`config.mk`:
```
export PLATFORM = sky130hd
export DESIGN_NAME = radio_strobe_and_interrupts
export DESIGN_NICKNAME = d
export VERILOG_FILES = /design/src/radio_pkg.sv /design/src/radio_strobe_and_interrupts.sv
export VERILOG_INCLUDE_DIRS = /design/src
export SDC_FILE = /design/constraint.sdc
export NUM_CORES = 1
export LEC_CHECK = 0
export BUFFER_PORTS_ARGS = -buffer_cell sky130_fd_sc_hd__buf_2
export CAP_MARGIN = 20
export CORE_ASPECT_RATIO = 1.25
export CORE_MARGIN = 3
export CORE_UTILIZATION = 26
export DETAILED_ROUTE_END_ITERATION = 10
export GPL_TIMING_DRIVEN = 0
export MAX_ROUTING_LAYER = met4
export PLACE_DENSITY_LB_ADDON = 0.08
export SYNTH_ARGS = -nofsm -noshare
export SYNTH_HDL_FRONTEND = slang
export SYNTH_SLANG_ARGS = --single-unit
```
`constraint.sdc`:
```
create_clock -name ref_clk -period 3.38 [get_ports ref_clk]
set_clock_uncertainty 0.05 [all_clocks]
set_input_delay 0.338 -clock ref_clk [delete_from_list [all_inputs] [get_ports ref_clk]]
set_output_delay 0.338 -clock ref_clk [all_outputs]
set_load 0.05 [all_outputs]
```
`src/radio_cfg.svh`:
```
// constants for the radio strobe and interrupt block
// Notes on behaviour
// - strobe 00 turns synthesizer on, maybe calibrates
// - strobe 01 calibrates then switches synthesizer off
// - strobe 02 enters receive, calibrating from idle
// - strobe 03 transmits; from receive only if clear when cca_enable is set
// - strobe 04 goes idle; others do nothing
// - five strobes, each starts its own sequence
// - idle strobe drops others until idle reached
// - two interrupt vectors: data transfer, events
// - event flags set on rising status edges
// - data flag when byte ready or room
// - no transmit data flag before transmit strobe
// - data request needs flag and enable
// - status byte 1 read re-arms data flag when status_append_enable is set
// - eight event sources feed event interrupt
// - event flag set regardless of mask
// - masked event also sets cpu flag
// - event request needs cpu flag and enable
// - event flag bit layout, reset 0, write-0 clears
// - unread received byte overrun sets overflow, done
// - overflow or underflow left only by idle strobe
`ifndef RADIO_CFG_SVH
`define RADIO_CFG_SVH
`define STROBE_SYNTH_ON 8'h00
`define STROBE_CALIBRATE 8'h01
`define STROBE_RECEIVE 8'h02
`define STROBE_TRANSMIT 8'h03
`define STROBE_IDLE 8'h04
`define AUTOCAL_FROM_IDLE 2'h1
`define EV_TX_UNDERFLOW 7
`define EV_RX_OVERFLOW 6
`define EV_TIMEOUT 5
`define EV_DONE 4
`define EV_CARRIER 3
`define EV_PREAMBLE 2
`define EV_CLEAR_CH 1
`define EV_FRAME_START 0
`define EVENT_FLAGS_RESET 8'h00
`define CAL_TIME_NS 800
`define CAL_CYCLES ((`CAL_TIME_NS + 7) / 8)
`define SETTLE_TIME_NS 80
`define SETTLE_CYCLES ((`SETTLE_TIME_NS + 7) / 8)
`endif

```
`src/radio_pkg.sv`:
```
// types for the radio strobe and interrupt block
package radio_pkg;
    typedef enum logic [2:0] {
        ST_IDLE = 3'b000,
        ST_CAL = 3'b001,
        ST_SYNTH = 3'b010,
        ST_RX = 3'b011,
        ST_TX = 3'b100,
        ST_LEAVE = 3'b101,
        ST_RX_OVF = 3'b110,
        ST_TX_UNF = 3'b111
    } radio_state_t;
    typedef enum logic [1:0] {
        AFTER_IDLE = 2'b00,
        AFTER_SYNTH = 2'b01,
        AFTER_RX = 2'b10,
        AFTER_TX = 2'b11
    } cal_target_t;
    typedef struct packed {
        logic write;
        logic [7:0] value;
    } strobe_req_t;
    typedef struct packed {
        logic tx_underflow;
        logic rx_overflow;
        logic timeout;
        logic done;
        logic carrier;
        logic preamble;
        logic clear_channel;
        logic frame_start;
    } event_vec_t;
endpackage

```
`src/radio_strobe_and_interrupts.sv`:
```
// strobe sequencer and interrupt flags for the sub-GHz radio
`timescale 1ns/1ps
`include "radio_cfg.svh"
module radio_strobe_and_interrupts #(
    parameter int CAL_CYCLES = `CAL_CYCLES,
    parameter int SETTLE_CYCLES = `SETTLE_CYCLES
) (
    // clock and reset
    input wire logic ref_clk,
    input wire logic rst_b,
    // command strobe writes to radio_command_register
    input wire radio_pkg::strobe_req_t strobe,
    // configuration
    input wire logic [1:0] auto_calibration_select,
    input wire logic cca_enable,
    input wire logic channel_clear,
    input wire logic status_append_enable,
    // radio data register handshakes
    input wire logic rx_byte_arrive,
    input wire logic rx_byte_read,
    input wire logic rx_status1_read,
    input wire logic tx_byte_write,
    input wire logic tx_byte_need,
    // raw event status levels from the modem
    input wire radio_pkg::event_vec_t event_status,
    // cpu side flags and enables
    input wire logic data_transfer_flag_clr,
    input wire logic data_transfer_enable,
    input wire logic [7:0] radio_event_flags_wdata,
    input wire logic radio_event_flags_we,
    input wire logic [7:0] radio_event_mask,
    input wire logic radio_cpu_flag_clr,
    input wire logic radio_event_enable,
    // state and flags
    output logic [2:0] radio_state,
    output logic synth_on,
    output logic data_transfer_flag,
    output logic [7:0] radio_event_flags,
    output logic radio_cpu_flag,
    // interrupt requests, vector 0 and vector 16
    output logic data_transfer_irq,
    output logic radio_event_irq
);
    radio_pkg::radio_state_t state_q, state_d;
    radio_pkg::cal_target_t target_q, target_d;
    logic [15:0] timer_q, timer_d;
    logic rx_full_q, tx_armed_q, tx_room_q;
    logic [7:0] status_prev_q;
    logic dt_flag_q, cpu_flag_q;
    logic [7:0] ev_flags_q;
    logic dt_irq_q, ev_irq_q;

    wire auto_cal = auto_calibration_select == `AUTOCAL_FROM_IDLE;
    wire timer_done = timer_q == 16'h0000;
    wire is_synth_on = strobe.write && strobe.value == `STROBE_SYNTH_ON;
    wire is_cal = strobe.write && strobe.value == `STROBE_CALIBRATE;
    wire is_rx = strobe.write && strobe.value == `STROBE_RECEIVE;
    wire is_tx = strobe.write && strobe.value == `STROBE_TRANSMIT;
    wire is_idle = strobe.write && strobe.value == `STROBE_IDLE;
    // the synthesizer runs in every state that tunes or uses it
    wire synth_running = state_q == radio_pkg::ST_SYNTH || state_q == radio_pkg::ST_RX
        || state_q == radio_pkg::ST_TX || state_q == radio_pkg::ST_CAL;
    // rx overrun: a new byte lands while the previous one is unread
    wire rx_overrun = state_q == radio_pkg::ST_RX && rx_byte_arrive && rx_full_q && !rx_byte_read;
    // tx underrun: the modem wants a byte while the register is still empty
    wire tx_underrun = state_q == radio_pkg::ST_TX && tx_byte_need && tx_room_q && tx_armed_q;
    wire [7:0] ev_raw = event_status;
    wire [7:0] ev_rise_base = ev_raw & ~status_prev_q;
    // an overrun or underrun also counts as a finished packet
    wire err_done = rx_overrun || tx_underrun;
    wire [7:0] ev_err = ({7'h00, tx_underrun} << `EV_TX_UNDERFLOW)
        | ({7'h00, rx_overrun} << `EV_RX_OVERFLOW) | ({7'h00, err_done} << `EV_DONE);
    // limitation: a status already high at reset release reads as an edge
    wire [7:0] ev_hw = ev_rise_base | ev_err;
    // raised by the sequencer in the cycle that transmit is entered
    logic tx_arm_pulse;
    wire dt_rx_ready = state_q == radio_pkg::ST_RX && rx_byte_arrive;
    wire dt_tx_room = state_q == radio_pkg::ST_TX && tx_armed_q && !tx_room_q && tx_byte_need;
    wire dt_status2 = status_append_enable && rx_status1_read;
    wire dt_set = dt_rx_ready || dt_tx_room || dt_status2 || tx_arm_pulse;

    // strobe sequencer; while leaving for idle all strobes are dropped
    always_comb begin
        state_d = state_q;
        target_d = target_q;
        // the timer counts down to zero and rests there
        timer_d = timer_done ? timer_q : 16'(timer_q - 16'h0001);
        tx_arm_pulse = 1'b0;
        case (state_q)
            radio_pkg::ST_IDLE: begin
                if (is_synth_on) begin
                    state_d = auto_cal ? radio_pkg::ST_CAL : radio_pkg::ST_SYNTH;
                    target_d = radio_pkg::AFTER_SYNTH;
                    timer_d = 16'(CAL_CYCLES - 1);
                end else if (is_cal) begin
                    state_d = radio_pkg::ST_CAL;
                    target_d = radio_pkg::AFTER_IDLE;
                    timer_d = 16'(CAL_CYCLES - 1);
                end else if (is_rx) begin
                    state_d = auto_cal ? radio_pkg::ST_CAL : radio_pkg::ST_RX;
                    target_d = radio_pkg::AFTER_RX;
                    timer_d = 16'(CAL_CYCLES - 1);
                end else if (is_tx) begin
                    state_d = auto_cal ? radio_pkg::ST_CAL : radio_pkg::ST_TX;
                    target_d = radio_pkg::AFTER_TX;
                    timer_d = 16'(CAL_CYCLES - 1);
                    tx_arm_pulse = !auto_cal;
                end
            end
            radio_pkg::ST_CAL: begin
                if (is_idle) begin
                    state_d = radio_pkg::ST_LEAVE;
                    timer_d = 16'(SETTLE_CYCLES - 1);
                end else if (timer_done) begin
                    case (target_q)
                        radio_pkg::AFTER_SYNTH: state_d = radio_pkg::ST_SYNTH;
                        radio_pkg::AFTER_RX: state_d = radio_pkg::ST_RX;
                        radio_pkg::AFTER_TX: begin
                            state_d = radio_pkg::ST_TX;
                            tx_arm_pulse = 1'b1;
                        end
                        default: state_d = radio_pkg::ST_IDLE;
                    endcase
                end
            end
            radio_pkg::ST_SYNTH: begin
                if (is_idle) begin
                    state_d = radio_pkg::ST_LEAVE;
                    timer_d = 16'(SETTLE_CYCLES - 1);
                end else if (is_rx) begin
                    state_d = radio_pkg::ST_RX;
                end else if (is_tx) begin
                    state_d = radio_pkg::ST_TX;
                    tx_arm_pulse = 1'b1;
                end
            end
            radio_pkg::ST_RX: begin
                if (is_idle) begin
                    state_d = radio_pkg::ST_LEAVE;
                    timer_d = 16'(SETTLE_CYCLES - 1);
                end else if (rx_overrun) begin
                    state_d = radio_pkg::ST_RX_OVF;
                end else if (is_synth_on && cca_enable) begin
                    state_d = radio_pkg::ST_SYNTH;
                end else if (is_tx && (!cca_enable || channel_clear)) begin
                    state_d = radio_pkg::ST_TX;
                    tx_arm_pulse = 1'b1;
                end
            end
            radio_pkg::ST_TX: begin
                if (is_idle) begin
                    state_d = radio_pkg::ST_LEAVE;
                    timer_d = 16'(SETTLE_CYCLES - 1);
                end else if (tx_underrun) begin
                    state_d = radio_pkg::ST_TX_UNF;
                end
            end
            radio_pkg::ST_LEAVE: begin
                if (timer_done) begin
                    state_d = radio_pkg::ST_IDLE;
                end
            end
            // error states exit by idle only
            default: begin
                if (is_idle) begin
                    state_d = radio_pkg::ST_LEAVE;
                    timer_d = 16'(SETTLE_CYCLES - 1);
                end
            end
        endcase
    end

    always_ff @(posedge ref_clk or negedge rst_b) begin
        if (!rst_b) begin
            state_q <= radio_pkg::ST_IDLE;
            target_q <= radio_pkg::AFTER_IDLE;
            timer_q <= 16'h0000;
        end else begin
            state_q <= state_d;
            target_q <= target_d;
            timer_q <= timer_d;
        end
    end

    // data register occupancy tracking
    always_ff @(posedge ref_clk or negedge rst_b) begin
        if (!rst_b) begin
            rx_full_q <= 1'b0;
            tx_armed_q <= 1'b0;
            tx_room_q <= 1'b0;
        end else begin
            // an arrival wins over a read in the same cycle
            if (rx_byte_arrive) begin
                rx_full_q <= 1'b1;
            end else if (rx_byte_read || rx_status1_read) begin
                rx_full_q <= 1'b0;
            end
            if (state_d != radio_pkg::ST_TX) begin
                tx_armed_q <= 1'b0;
                tx_room_q <= 1'b0;
            end else if (tx_arm_pulse) begin
                tx_armed_q <= 1'b1;
                tx_room_q <= 1'b1;
            end else if (tx_byte_write) begin
                tx_room_q <= 1'b0;
            end else if (tx_byte_need) begin
                tx_room_q <= 1'b1;
            end
        end
    end

    always_ff @(posedge ref_clk or negedge rst_b) begin
        if (!rst_b) begin
            status_prev_q <= 8'h00;
        end else begin
            status_prev_q <= ev_raw;
        end
    end

    // data flag, set beats clear; status read sets if status_append_enable
    always_ff @(posedge ref_clk or negedge rst_b) begin
        if (!rst_b) begin
            dt_flag_q <= 1'b0;
        // a status read with status_append_enable set and a clear in one cycle keep the flag
        end else if (dt_set) begin
            dt_flag_q <= 1'b1;
        end else if (data_transfer_flag_clr) begin
            dt_flag_q <= 1'b0;
        end
    end

    // event flags, write 0 clears, set wins
    always_ff @(posedge ref_clk or negedge rst_b) begin
        if (!rst_b) begin
            ev_flags_q <= `EVENT_FLAGS_RESET;
        end else if (radio_event_flags_we) begin
            // written ones keep a bit, written zeros clear it
            ev_flags_q <= (ev_flags_q & radio_event_flags_wdata) | ev_hw;
        end else begin
            ev_flags_q <= ev_flags_q | ev_hw;
        end
    end

    always_ff @(posedge ref_clk or negedge rst_b) begin
        if (!rst_b) begin
            cpu_flag_q <= 1'b0;
        // a clear in the cycle of a masked event loses to the event
        end else if (|(ev_hw & radio_event_mask)) begin
            cpu_flag_q <= 1'b1;
        end else if (radio_cpu_flag_clr) begin
            cpu_flag_q <= 1'b0;
        end
    end

    always_ff @(posedge ref_clk or negedge rst_b) begin
        if (!rst_b) begin
            dt_irq_q <= 1'b0;
            ev_irq_q <= 1'b0;
        end else begin
            // requests trail their flags by one cycle
            dt_irq_q <= dt_flag_q && data_transfer_enable;
            ev_irq_q <= cpu_flag_q && radio_event_enable;
        end
    end

    always_ff @(posedge ref_clk or negedge rst_b) begin
        if (!rst_b) begin
            radio_state <= 3'h0;
            synth_on <= 1'b0;
        end else begin
            radio_state <= state_q;
            synth_on <= synth_running;
        end
    end

    // flag outputs come straight from their flops
    assign data_transfer_flag = dt_flag_q;
    assign radio_event_flags = ev_flags_q;
    assign radio_cpu_flag = cpu_flag_q;
    assign data_transfer_irq = dt_irq_q;
    assign radio_event_irq = ev_irq_q;
endmodule

```
== Word level (Yosys, flattened, before mapping) ==
Cells that the tools add are included.
Storage, ports and cells
  bits in registers: 48
  input port bits: 50
  output and inout port bits: 16
  logic and storage cells: 142
Cells by class
  add/sub/neg operators: 1
  eq/ne operators: 14
  multiplexer cells: 61
  bitwise logic cells: 9
  reduce and logical (&&, ||, !) cells: 43
Operators by type and width (number)
  $mux 16: 6
  $mux 3: 18
  $pmux 16 s2: 1
  $mux 1: 26
  $and 8x8->8: 3
  $or 8x8->8: 3
  $logic_and 1x1->1: 19
  $pmux 3 s6: 1
  $eq 8x2->1 const B: 2
  $logic_not 16->1: 1
  $sub 16x1->16 const B: 1
  $mux 2: 6
  $logic_or 1x1->1: 9
  $pmux 3 s3: 1
  $eq 8x1->1 const B: 1
  $eq 8x3->1 const B: 1
  $logic_not 8->1: 1
  $mux 8: 1
  $not 8->8: 1
  $or 8x5->8: 1
  $or 8x7->8: 1
  $reduce_bool 2->1: 4
  $reduce_bool 4->1: 2
  $reduce_or 8->1: 1
  10 further kinds: 17

== Depth between registers and ports, before layout ==
Gate-level depths: netlist (run 1).
  depth in word-level cells: 10
  gate-level depth with buffers: 9
  depth with buffers taken out: 8

== Least setup slack after synthesis (run 1) ==
OpenSTA, ideal clock, no wires.
  kind: register -> register
  from: register timer_q[0]
  to: register timer_q[5]
  setup time: 135 ps
  data arrival time: 2302 ps
  required time: 3195 ps
  setup slack: 893 ps
  cell stages (with the launch flop): 10
  path buffers: 1
  clock period less this slack: 2487 ps
  cells stage by stage: dfrtp_1 > inv_1 > ha_1 > or4b_1 > or4_4 > and4_4 > buf_6 > nor2b_1 > xnor2_1 > o21ai_1
Between the ends
  longest elaborated chain between the ends: 7
  elaborated cells on any way between the ends: 9
  classes of those cells: add/sub: 1; mux: 7; reduce/logical: 1
Ends and longest elaborated chain
  start, declared: RTL line radio_strobe_and_interrupts.sv:46  | logic [15:0] timer_q, timer_d;
  start signal, assigned: RTL line radio_strobe_and_interrupts.sv:181  | timer_q <= timer_d;
  $sub 16x1->16 or $logic_not 16->1 (tied branches): RTL line radio_strobe_and_interrupts.sv:87, radio_strobe_and_interrupts.sv:54
  $mux 16 *: RTL line radio_strobe_and_interrupts.sv:87  | timer_d = timer_done ? timer_q : 16'(timer_q - 16'h0001);
  $mux 16: RTL line radio_strobe_and_interrupts.sv:103  | end else if (is_tx) begin
  $mux 16: RTL line radio_strobe_and_interrupts.sv:99  | end else if (is_rx) begin
  $mux 16: RTL line radio_strobe_and_interrupts.sv:95  | end else if (is_cal) begin
  $mux 16: RTL line radio_strobe_and_interrupts.sv:91  | if (is_synth_on) begin
  $pmux 16 s2 *: RTL line radio_strobe_and_interrupts.sv:89  | case (state_q)
  net timer_d[5]: RTL line radio_strobe_and_interrupts.sv:46
The timed path passes the listed nets; every way through them passes the cells marked *.
A chain may end at the register's enable or synchronous reset.

== Final worst setup path (run 1) ==
  from: register timer_q[0]
  to: register tx_armed_q
Between the ends
  longest elaborated chain between the ends: 6
  elaborated cells on any way between the ends: 11
  classes of those cells: eq/ne: 1; mux: 8; reduce/logical: 2
Ends and longest elaborated chain
  $logic_not 16->1 *: RTL line radio_strobe_and_interrupts.sv:54  | wire timer_done = timer_q == 16'h0000;
  $mux 3: RTL line radio_strobe_and_interrupts.sv:114  | end else if (timer_done) begin
  $mux 3: RTL line radio_strobe_and_interrupts.sv:111  | if (is_idle) begin
  $pmux 3 s6 *: RTL line radio_strobe_and_interrupts.sv:89
  net state_d[2]: RTL line radio_strobe_and_interrupts.sv:44  | radio_pkg::radio_state_t state_q, state_d;
  $ne 3x3->1 *: RTL line radio_strobe_and_interrupts.sv:198  | if (state_d != radio_pkg::ST_TX) begin
  $mux 1 or $reduce_bool 2->1 (tied branches)
  end signal, assigned: RTL line radio_strobe_and_interrupts.sv:189  | tx_armed_q <= 1'b0;
  end signal, assigned: RTL line radio_strobe_and_interrupts.sv:199  | tx_armed_q <= 1'b0;
  end signal, assigned: RTL line radio_strobe_and_interrupts.sv:202  | tx_armed_q <= 1'b1;
  end, declared: RTL line radio_strobe_and_interrupts.sv:47  | logic rx_full_q, tx_armed_q, tx_room_q;
Marks and branches as above.

==> results of run 1 <==
==> metal layers <==
metal  track usage  share of wire
met1         0.145           0.45
met2         0.205           0.51
met3        0.0209          0.034
met4        0.0332         0.0099
met5             -              0
==> layout make-up <==
cell class | instances | area (sq um) | share of cell area
flip-flops and latches | 48 | 1200 | 0.380
multi-input cells | 179 | 1180 | 0.375
repair buffers | 65 | 345 | 0.109
well taps | 123 | 154 | 0.0487
clock buffers | 6 | 139 | 0.0440
inverters | 14 | 52.6 | 0.0166
plain buffers | 9 | 43.8 | 0.0139
clock inverters | 2 | 38.8 | 0.0123
==> what timing repair did <==
| action | 4_1_cts | 5_1_grt |
|---|---|---|
| hold buffers | 1 | 0 |
| buffers inserted | 0 | 0 |
| endpoints found under the hold margin | 12 | 0 |
==> cells by family after synthesis <==
kind of cell             Yosys count  share of synthesized area
buffers and inverters             23                     0.0388
adder cells (fa/ha/maj)            4                     0.0202
XOR/XNOR                          16                     0.0565
AND/OR/NAND/NOR                  101                      0.248
AO/OA/AOI/OAI                     58                      0.152
flip-flops                        48                      0.484
==> where the power goes <==
group          internal [mW]  switching [mW]
clock                  0.370           0.209
combinational          0.150           0.208
sequential             0.649          0.0537
==> sequential cells by signal, indices dropped and copies added (netlist names) <==
register,flops
tx_room_q,1
radio_event_irq,1
data_transfer_irq,1
rx_full_q,1
tx_armed_q,1
status_prev_q,8
state_q,3
timer_q,16
radio_state,3
radio_cpu_flag,1
target_q,2
synth_on,1
radio_event_flags,8
data_transfer_flag,1
==> Yosys cell counts (all sizes together), types with 2 or more instances <==
master / count
o21ai: 24
nor2b: 5
a211o: 2
nand4: 3
buf: 3
and3: 2
a21o: 2
ha: 4
a31oi: 3
nor2: 21
or4b: 2
a21boi: 2
or4: 4
nor3b: 4
clkbuf: 6
a211oi: 2
xor2: 10
xnor2: 6
and3b: 3
and2: 3
nor4b: 2
inv: 14
dfrtp: 48
nand2b: 7
or2: 3
a21oi: 7
nor3: 4
o311ai: 2
nand3b: 13
nand3: 7
nand2: 12
o211ai: 4
==> through the flow <==
step | instances | worst slack, ns | utilization
CTS | 446 | 0.689 | 0.342
global route | 446 | 0.521 | 0.342
floorplan | 250 | 0.893 | -
detailed placement | 437 | 0.689 | 0.322
finish | 446 | 0.708 | 0.342
global placement | 436 | 0.650 | 0.320
==> critical path, cell delays in order (launching register included) <==
cell and delay [ns]:
dfrtp_1 0.38, inv_1 0.13, ha_1 0.15, or4b_1 0.54, o41ai_1 0.57, o311ai_1 0.19
a2111o_1 0.33, nand2b_1 0.13, nor3_1 0.07
==> path summary, 6_finish.rpt <==
path / endpoint / slack [ns] / start
setup / recovery: tx_armed_q$_DFFE_PN0P_ / 0.71 / timer_q[0]$_DFF_PN0_
hold / removal: status_prev_q[7]$_DFF_PN0_ / 0.12 / event_status[7]
hold reg to reg: radio_state[1]$_DFF_PN0_ / 0.39 / state_q[1]$_DFF_PN0_
min in group asynchronous: timer_q[14]$_DFF_PN0_ / 0.44 / rst_b
setup reg to reg: tx_armed_q$_DFFE_PN0P_ / 0.71 / timer_q[0]$_DFF_PN0_
max in group asynchronous: timer_q[8]$_DFF_PN0_ / 2.35 / rst_b
==> results.py, run 1 <==
metrics = {
    "die": {
        "ioPinCount": 66,
        "die-area_sq_um": 10800,
        "fp.dieH_um": 115,
        "coreArea_sq_um": 9220,
        "die_width_um": 93.4,
        "rows": 39,
        "start_util": 0.269,
    },
    "status": {
        "outcome": "complete, no violations",
    },
    "finish": {
        "syn_to_final_growth_pct": 27.3,
        "nets": 376,
        "finalInstanceArea_sq_um": 3160,
        "drive_above_1_share": 0.251,
        "final_common_cell": "buf_2",
        "antenna_cells": 0,
        "num-fill-cells": 981,
        "layout_common_cells": "65 x buf_2, 48 x dfrtp_1, 22 x o21ai_0",
    },
    "run": {
        "drv_cap": 0,
    },
    "routing": {
        "drt_iter0_drc": 62,
        "wl_per_cell_um": 13.9,
        "vias_per_cell": 4.60,
        "wirelength_mm": 6.19,
        "drtAntennaViolNets": 0,
        "dr.pass1.iters": 4,
        "drc": 0,
        "via_count": 2051,
    },
    "worst_setup_path": {
        "cp_max_fo": 4,
        "ff2ff_path_depth": 8,
        "worstSetupPathType": "reg -> reg",
        "worstPathArrival_ns": 2.78,
        "cp_data_required_time_ns": 3.49,
        "start_kind": "flop",
        "endpoint_kind": "flop",
    },
    "cts": {
        "cts_tree": "built",
        "clk_latency_ns": 0.29,
        "cts_num_sinks": 48,
        "cts_buffer_depth": 2,
        "numCtsBuffers": 5,
        "root_buffer": "clkbuf_16",
        "post_cts_resized": 0,
        "clk_pin_slew_ns": 0.07,
        "cts-htree-levels": 2,
    },
    "timing": {
        "grt_setup_unrepaired": "false",
        "finalMaxSlewViolations": 0,
        "finalSetupTns_ns": 0,
        "worst_pin_slew_ns": 1.04,
        "hold_viol_final": 0,
        "max_freq_mhz": 374,
        "setup_violations": 0,
        "min_period_ns": 2.67,
        "maxSlewHeadroom": 0.297,
        "whs_ns": 0.121,
        "fin_crit_sh": 0.790,
    },
    "yosys": {
        "yosysWarnings": 0,
        "ys_seq_area_frac": 0.484,
        "synthTopCellsByArea": "dfrtp_1 48%, o21ai_0 4.4%, nand3b_1 3.9%, xor2_1 3.5%, nor2_1 3.2%",
        "synth.top_cell.area_share": 0.484,
        "ys_types": 52,
        "synth_cells": 250,
        "synthArstFlopShare": 1.00,
        "netlist_area_sq_um": 2480,
        "syn_area_per_cell_sq_um": 9.92,
        "syn-num-nets": 304,
        "synth-main-ff-cell": "dfrtp_1",
        "synth_edf_count": 0,
        "ys_ff_latch": 48,
        "yosys.area.top_type": "dfrtp_1",
    },
    "global_route": {
        "grt_pass1_vias": 2093,
        "grt_overflow": 0,
        "antenna_found_initial": 0,
        "grt_use_total": 0.120,
        "grt_pass1_wl_mm": 9.99,
        "grt_max_degree": 37,
    },
    "min_path": {
        "hold_depth": 1,
        "min_path_type": "in -> reg",
    },
    "power": {
        "peakVddDrop_uv": 214,
        "total_power_mw": 1.64,
        "p_per_area_nw_per_um2": 519,
        "p_leak_nw": 1.33,
    },
    "placement": {
        "numPortBuffers": 63,
        "hpwl_mm": 4.81,
        "place_area_sq_um": 2970,
        "place_congestion": 0.760,
    },
}
No activity file was read; power rests on OpenSTA's default activity.
==> inputs of run 2 (changes only) <==
- clock period: 3.38 -> 2.7 ns (I/O delays scaled with it)
==> results.py, run 2 (synthesis gave the netlist of run 1 again) <==
metrics = {
    "die": {
        "rows": 39,
        "die_width_um": 93.4,
        "coreArea_sq_um": 9220,
        "start_util": 0.269,
        "ioPinCount": 66,
        "fp.dieH_um": 115,
        "die-area_sq_um": 10800,
    },
    "timing": {
        "maxSlewHeadroom": 0.302,
        "max_freq_mhz": 389,
        "finalMaxSlewViolations": 0,
        "whs_ns": 0.0526,
        "fin_crit_sh": 0.952,
        "finalSetupTns_ns": 0,
        "hold_viol_final": 0,
        "worst_pin_slew_ns": 1.03,
        "min_period_ns": 2.57,
        "fin_ws_ns": 0.130,
        "setup_violations": 0,
    },
    "worst_setup_path": {
        "critical_path.cell_chain": "inv_1 > ha_1 > or4b_4 > or4_4 > and4_4 > buf_6 > nor2b_1 > xnor2_1 > o21ai_1",
        "worstSetupPathType": "reg -> reg",
        "worst-path-buf-inv": 2,
        "rr_endpoint": "timer_q[5]$_DFF_PN0_",
        "slowest_delay_ns": 0.56,
        "worstPathArrival_ns": 2.67,
        "ff2ff_path_depth": 9,
        "endpoint_kind": "flop",
        "r2r_slack_ns": 0.13,
        "critPathTopFamily": "simple AND/OR/NAND/NOR gates",
        "cp_max_fo": 7,
        "cp_data_required_time_ns": 2.80,
        "start_kind": "flop",
        "critPathSlowestCell": "or4_4",
        "timing.rr.start": "timer_q[1]$_DFF_PN0_",
    },
    "cts": {
        "clk_pin_slew_ns": 0.07,
        "numCtsBuffers": 5,
        "clk_latency_ns": 0.29,
        "cts_buffer_depth": 2,
        "cts_num_sinks": 48,
        "cts_tree": "built",
        "cts-htree-levels": 2,
        "root_buffer": "clkbuf_16",
    },
    "finish": {
        "syn_to_final_growth_pct": 27.7,
        "antenna_cells": 0,
        "largest_reg_flops": 16,
        "utilization": 0.344,
        "layout_common_cells": "65 x buf_2, 48 x dfrtp_1, 22 x o21ai_0",
        "final_common_cell": "buf_2",
        "top_register": "timer_q",
        "drive_above_1_share": 0.260,
        "nets": 376,
    },
    "min_path": {
        "min_from": "event_status[7]",
        "min_path_type": "in -> reg",
        "min_to": "status_prev_q[7]$_DFF_PN0_",
        "hold_depth": 1,
    },
    "global_route": {
        "antenna_found_initial": 0,
        "grt_pass1_vias": 2093,
        "grt_overflow": 0,
        "grt_max_degree": 37,
        "grt_pass1_wl_mm": 9.99,
        "grt_use_total": 0.120,
    },
    "power": {
        "total_power_mw": 2.06,
        "p_per_area_nw_per_um2": 649,
        "p_leak_nw": 1.34,
        "peakVddDrop_uv": 268,
    },
    "routing": {
        "drt_iter0_drc": 60,
        "via_count": 2058,
        "drc": 0,
        "drtAntennaViolNets": 0,
        "wirelength_mm": 6.23,
        "dr.pass1.iters": 4,
        "vias_per_cell": 4.61,
        "wl_per_cell_um": 14.0,
    },
    "placement": {
        "place_congestion": 0.760,
        "hpwl_mm": 4.81,
        "place_ws_ns": 0.0522,
        "numPortBuffers": 63,
    },
    "run": {
        "drv_cap": 0,
    },
    "status": {
        "outcome": "complete, no violations",
    },
}
-- run 2: final cells by class --
cell class / count / area (sq um)
Clock inverter: 2 / 38.8
Sequential cell: 48 / 1200
Inverter: 14 / 52.6
Tap cell: 123 / 154
Timing Repair Buffer: 65 / 345
Clock buffer: 6 / 139
Multi-Input combinational cell: 179 / 1190
Fill cell: 978 / 6050
Buffer: 9 / 43.8
-- run 2: power breakdown --
part	internal, mW	switching, mW	total [mW]
sequential	0.812	0.0688	0.881
clock	0.464	0.262	0.726
combinational	0.189	0.262	0.451
total	1.47	0.593	2.06
-- run 2: routing by layer --
| layer | vias to the layer above | part of all wire | GRT usage |
|---|---|---|---|
| met4 | 0 | 0.010 | 0.0332 |
| met2 | 41 | 0.51 | 0.205 |
| met1 | 971 | 0.44 | 0.145 |
| met3 | 4 | 0.034 | 0.0209 |
| li1 | 1042 | - | - |
| met5 | - | 0 | - |
-- run 2: worst max-delay path by stage --
| stage | startpoint | to | depth (start not counted) |
|---|---|---|---|
| 2_1_floorplan | timer_q[0]$_DFF_PN0_ | timer_q[5]$_DFF_PN0_ | 9 |
| 3_3_place_gp | strobe[3] | timer_q[7]$_DFF_PN0_ | 7 |
| 3_5_place_dp | timer_q[0]$_DFF_PN0_ | tx_armed_q$_DFFE_PN0P_ | 8 |
| 4_1_cts | timer_q[0]$_DFF_PN0_ | tx_armed_q$_DFFE_PN0P_ | 8 |
| 5_1_grt | timer_q[1]$_DFF_PN0_ | timer_q[5]$_DFF_PN0_ | 9 |
| 6_report | timer_q[1]$_DFF_PN0_ | timer_q[5]$_DFF_PN0_ | 9 |
-- run 2: repair_timing --
item,4_1_cts,5_1_grt
setup buffers,0,0
setup endpoints to repair,0,10
hold buffers,1,0
endpoints found under the hold margin,12,0
gates resized for setup,0,3
-- run 2: through the flow --
step                      std cells  cell area [sq um]
after floorplan                 250               2480
after global placement          436               2950
after detailed placement        437               2970
after CTS                       446               3160
after global routing            446               3170
final                           446               3170
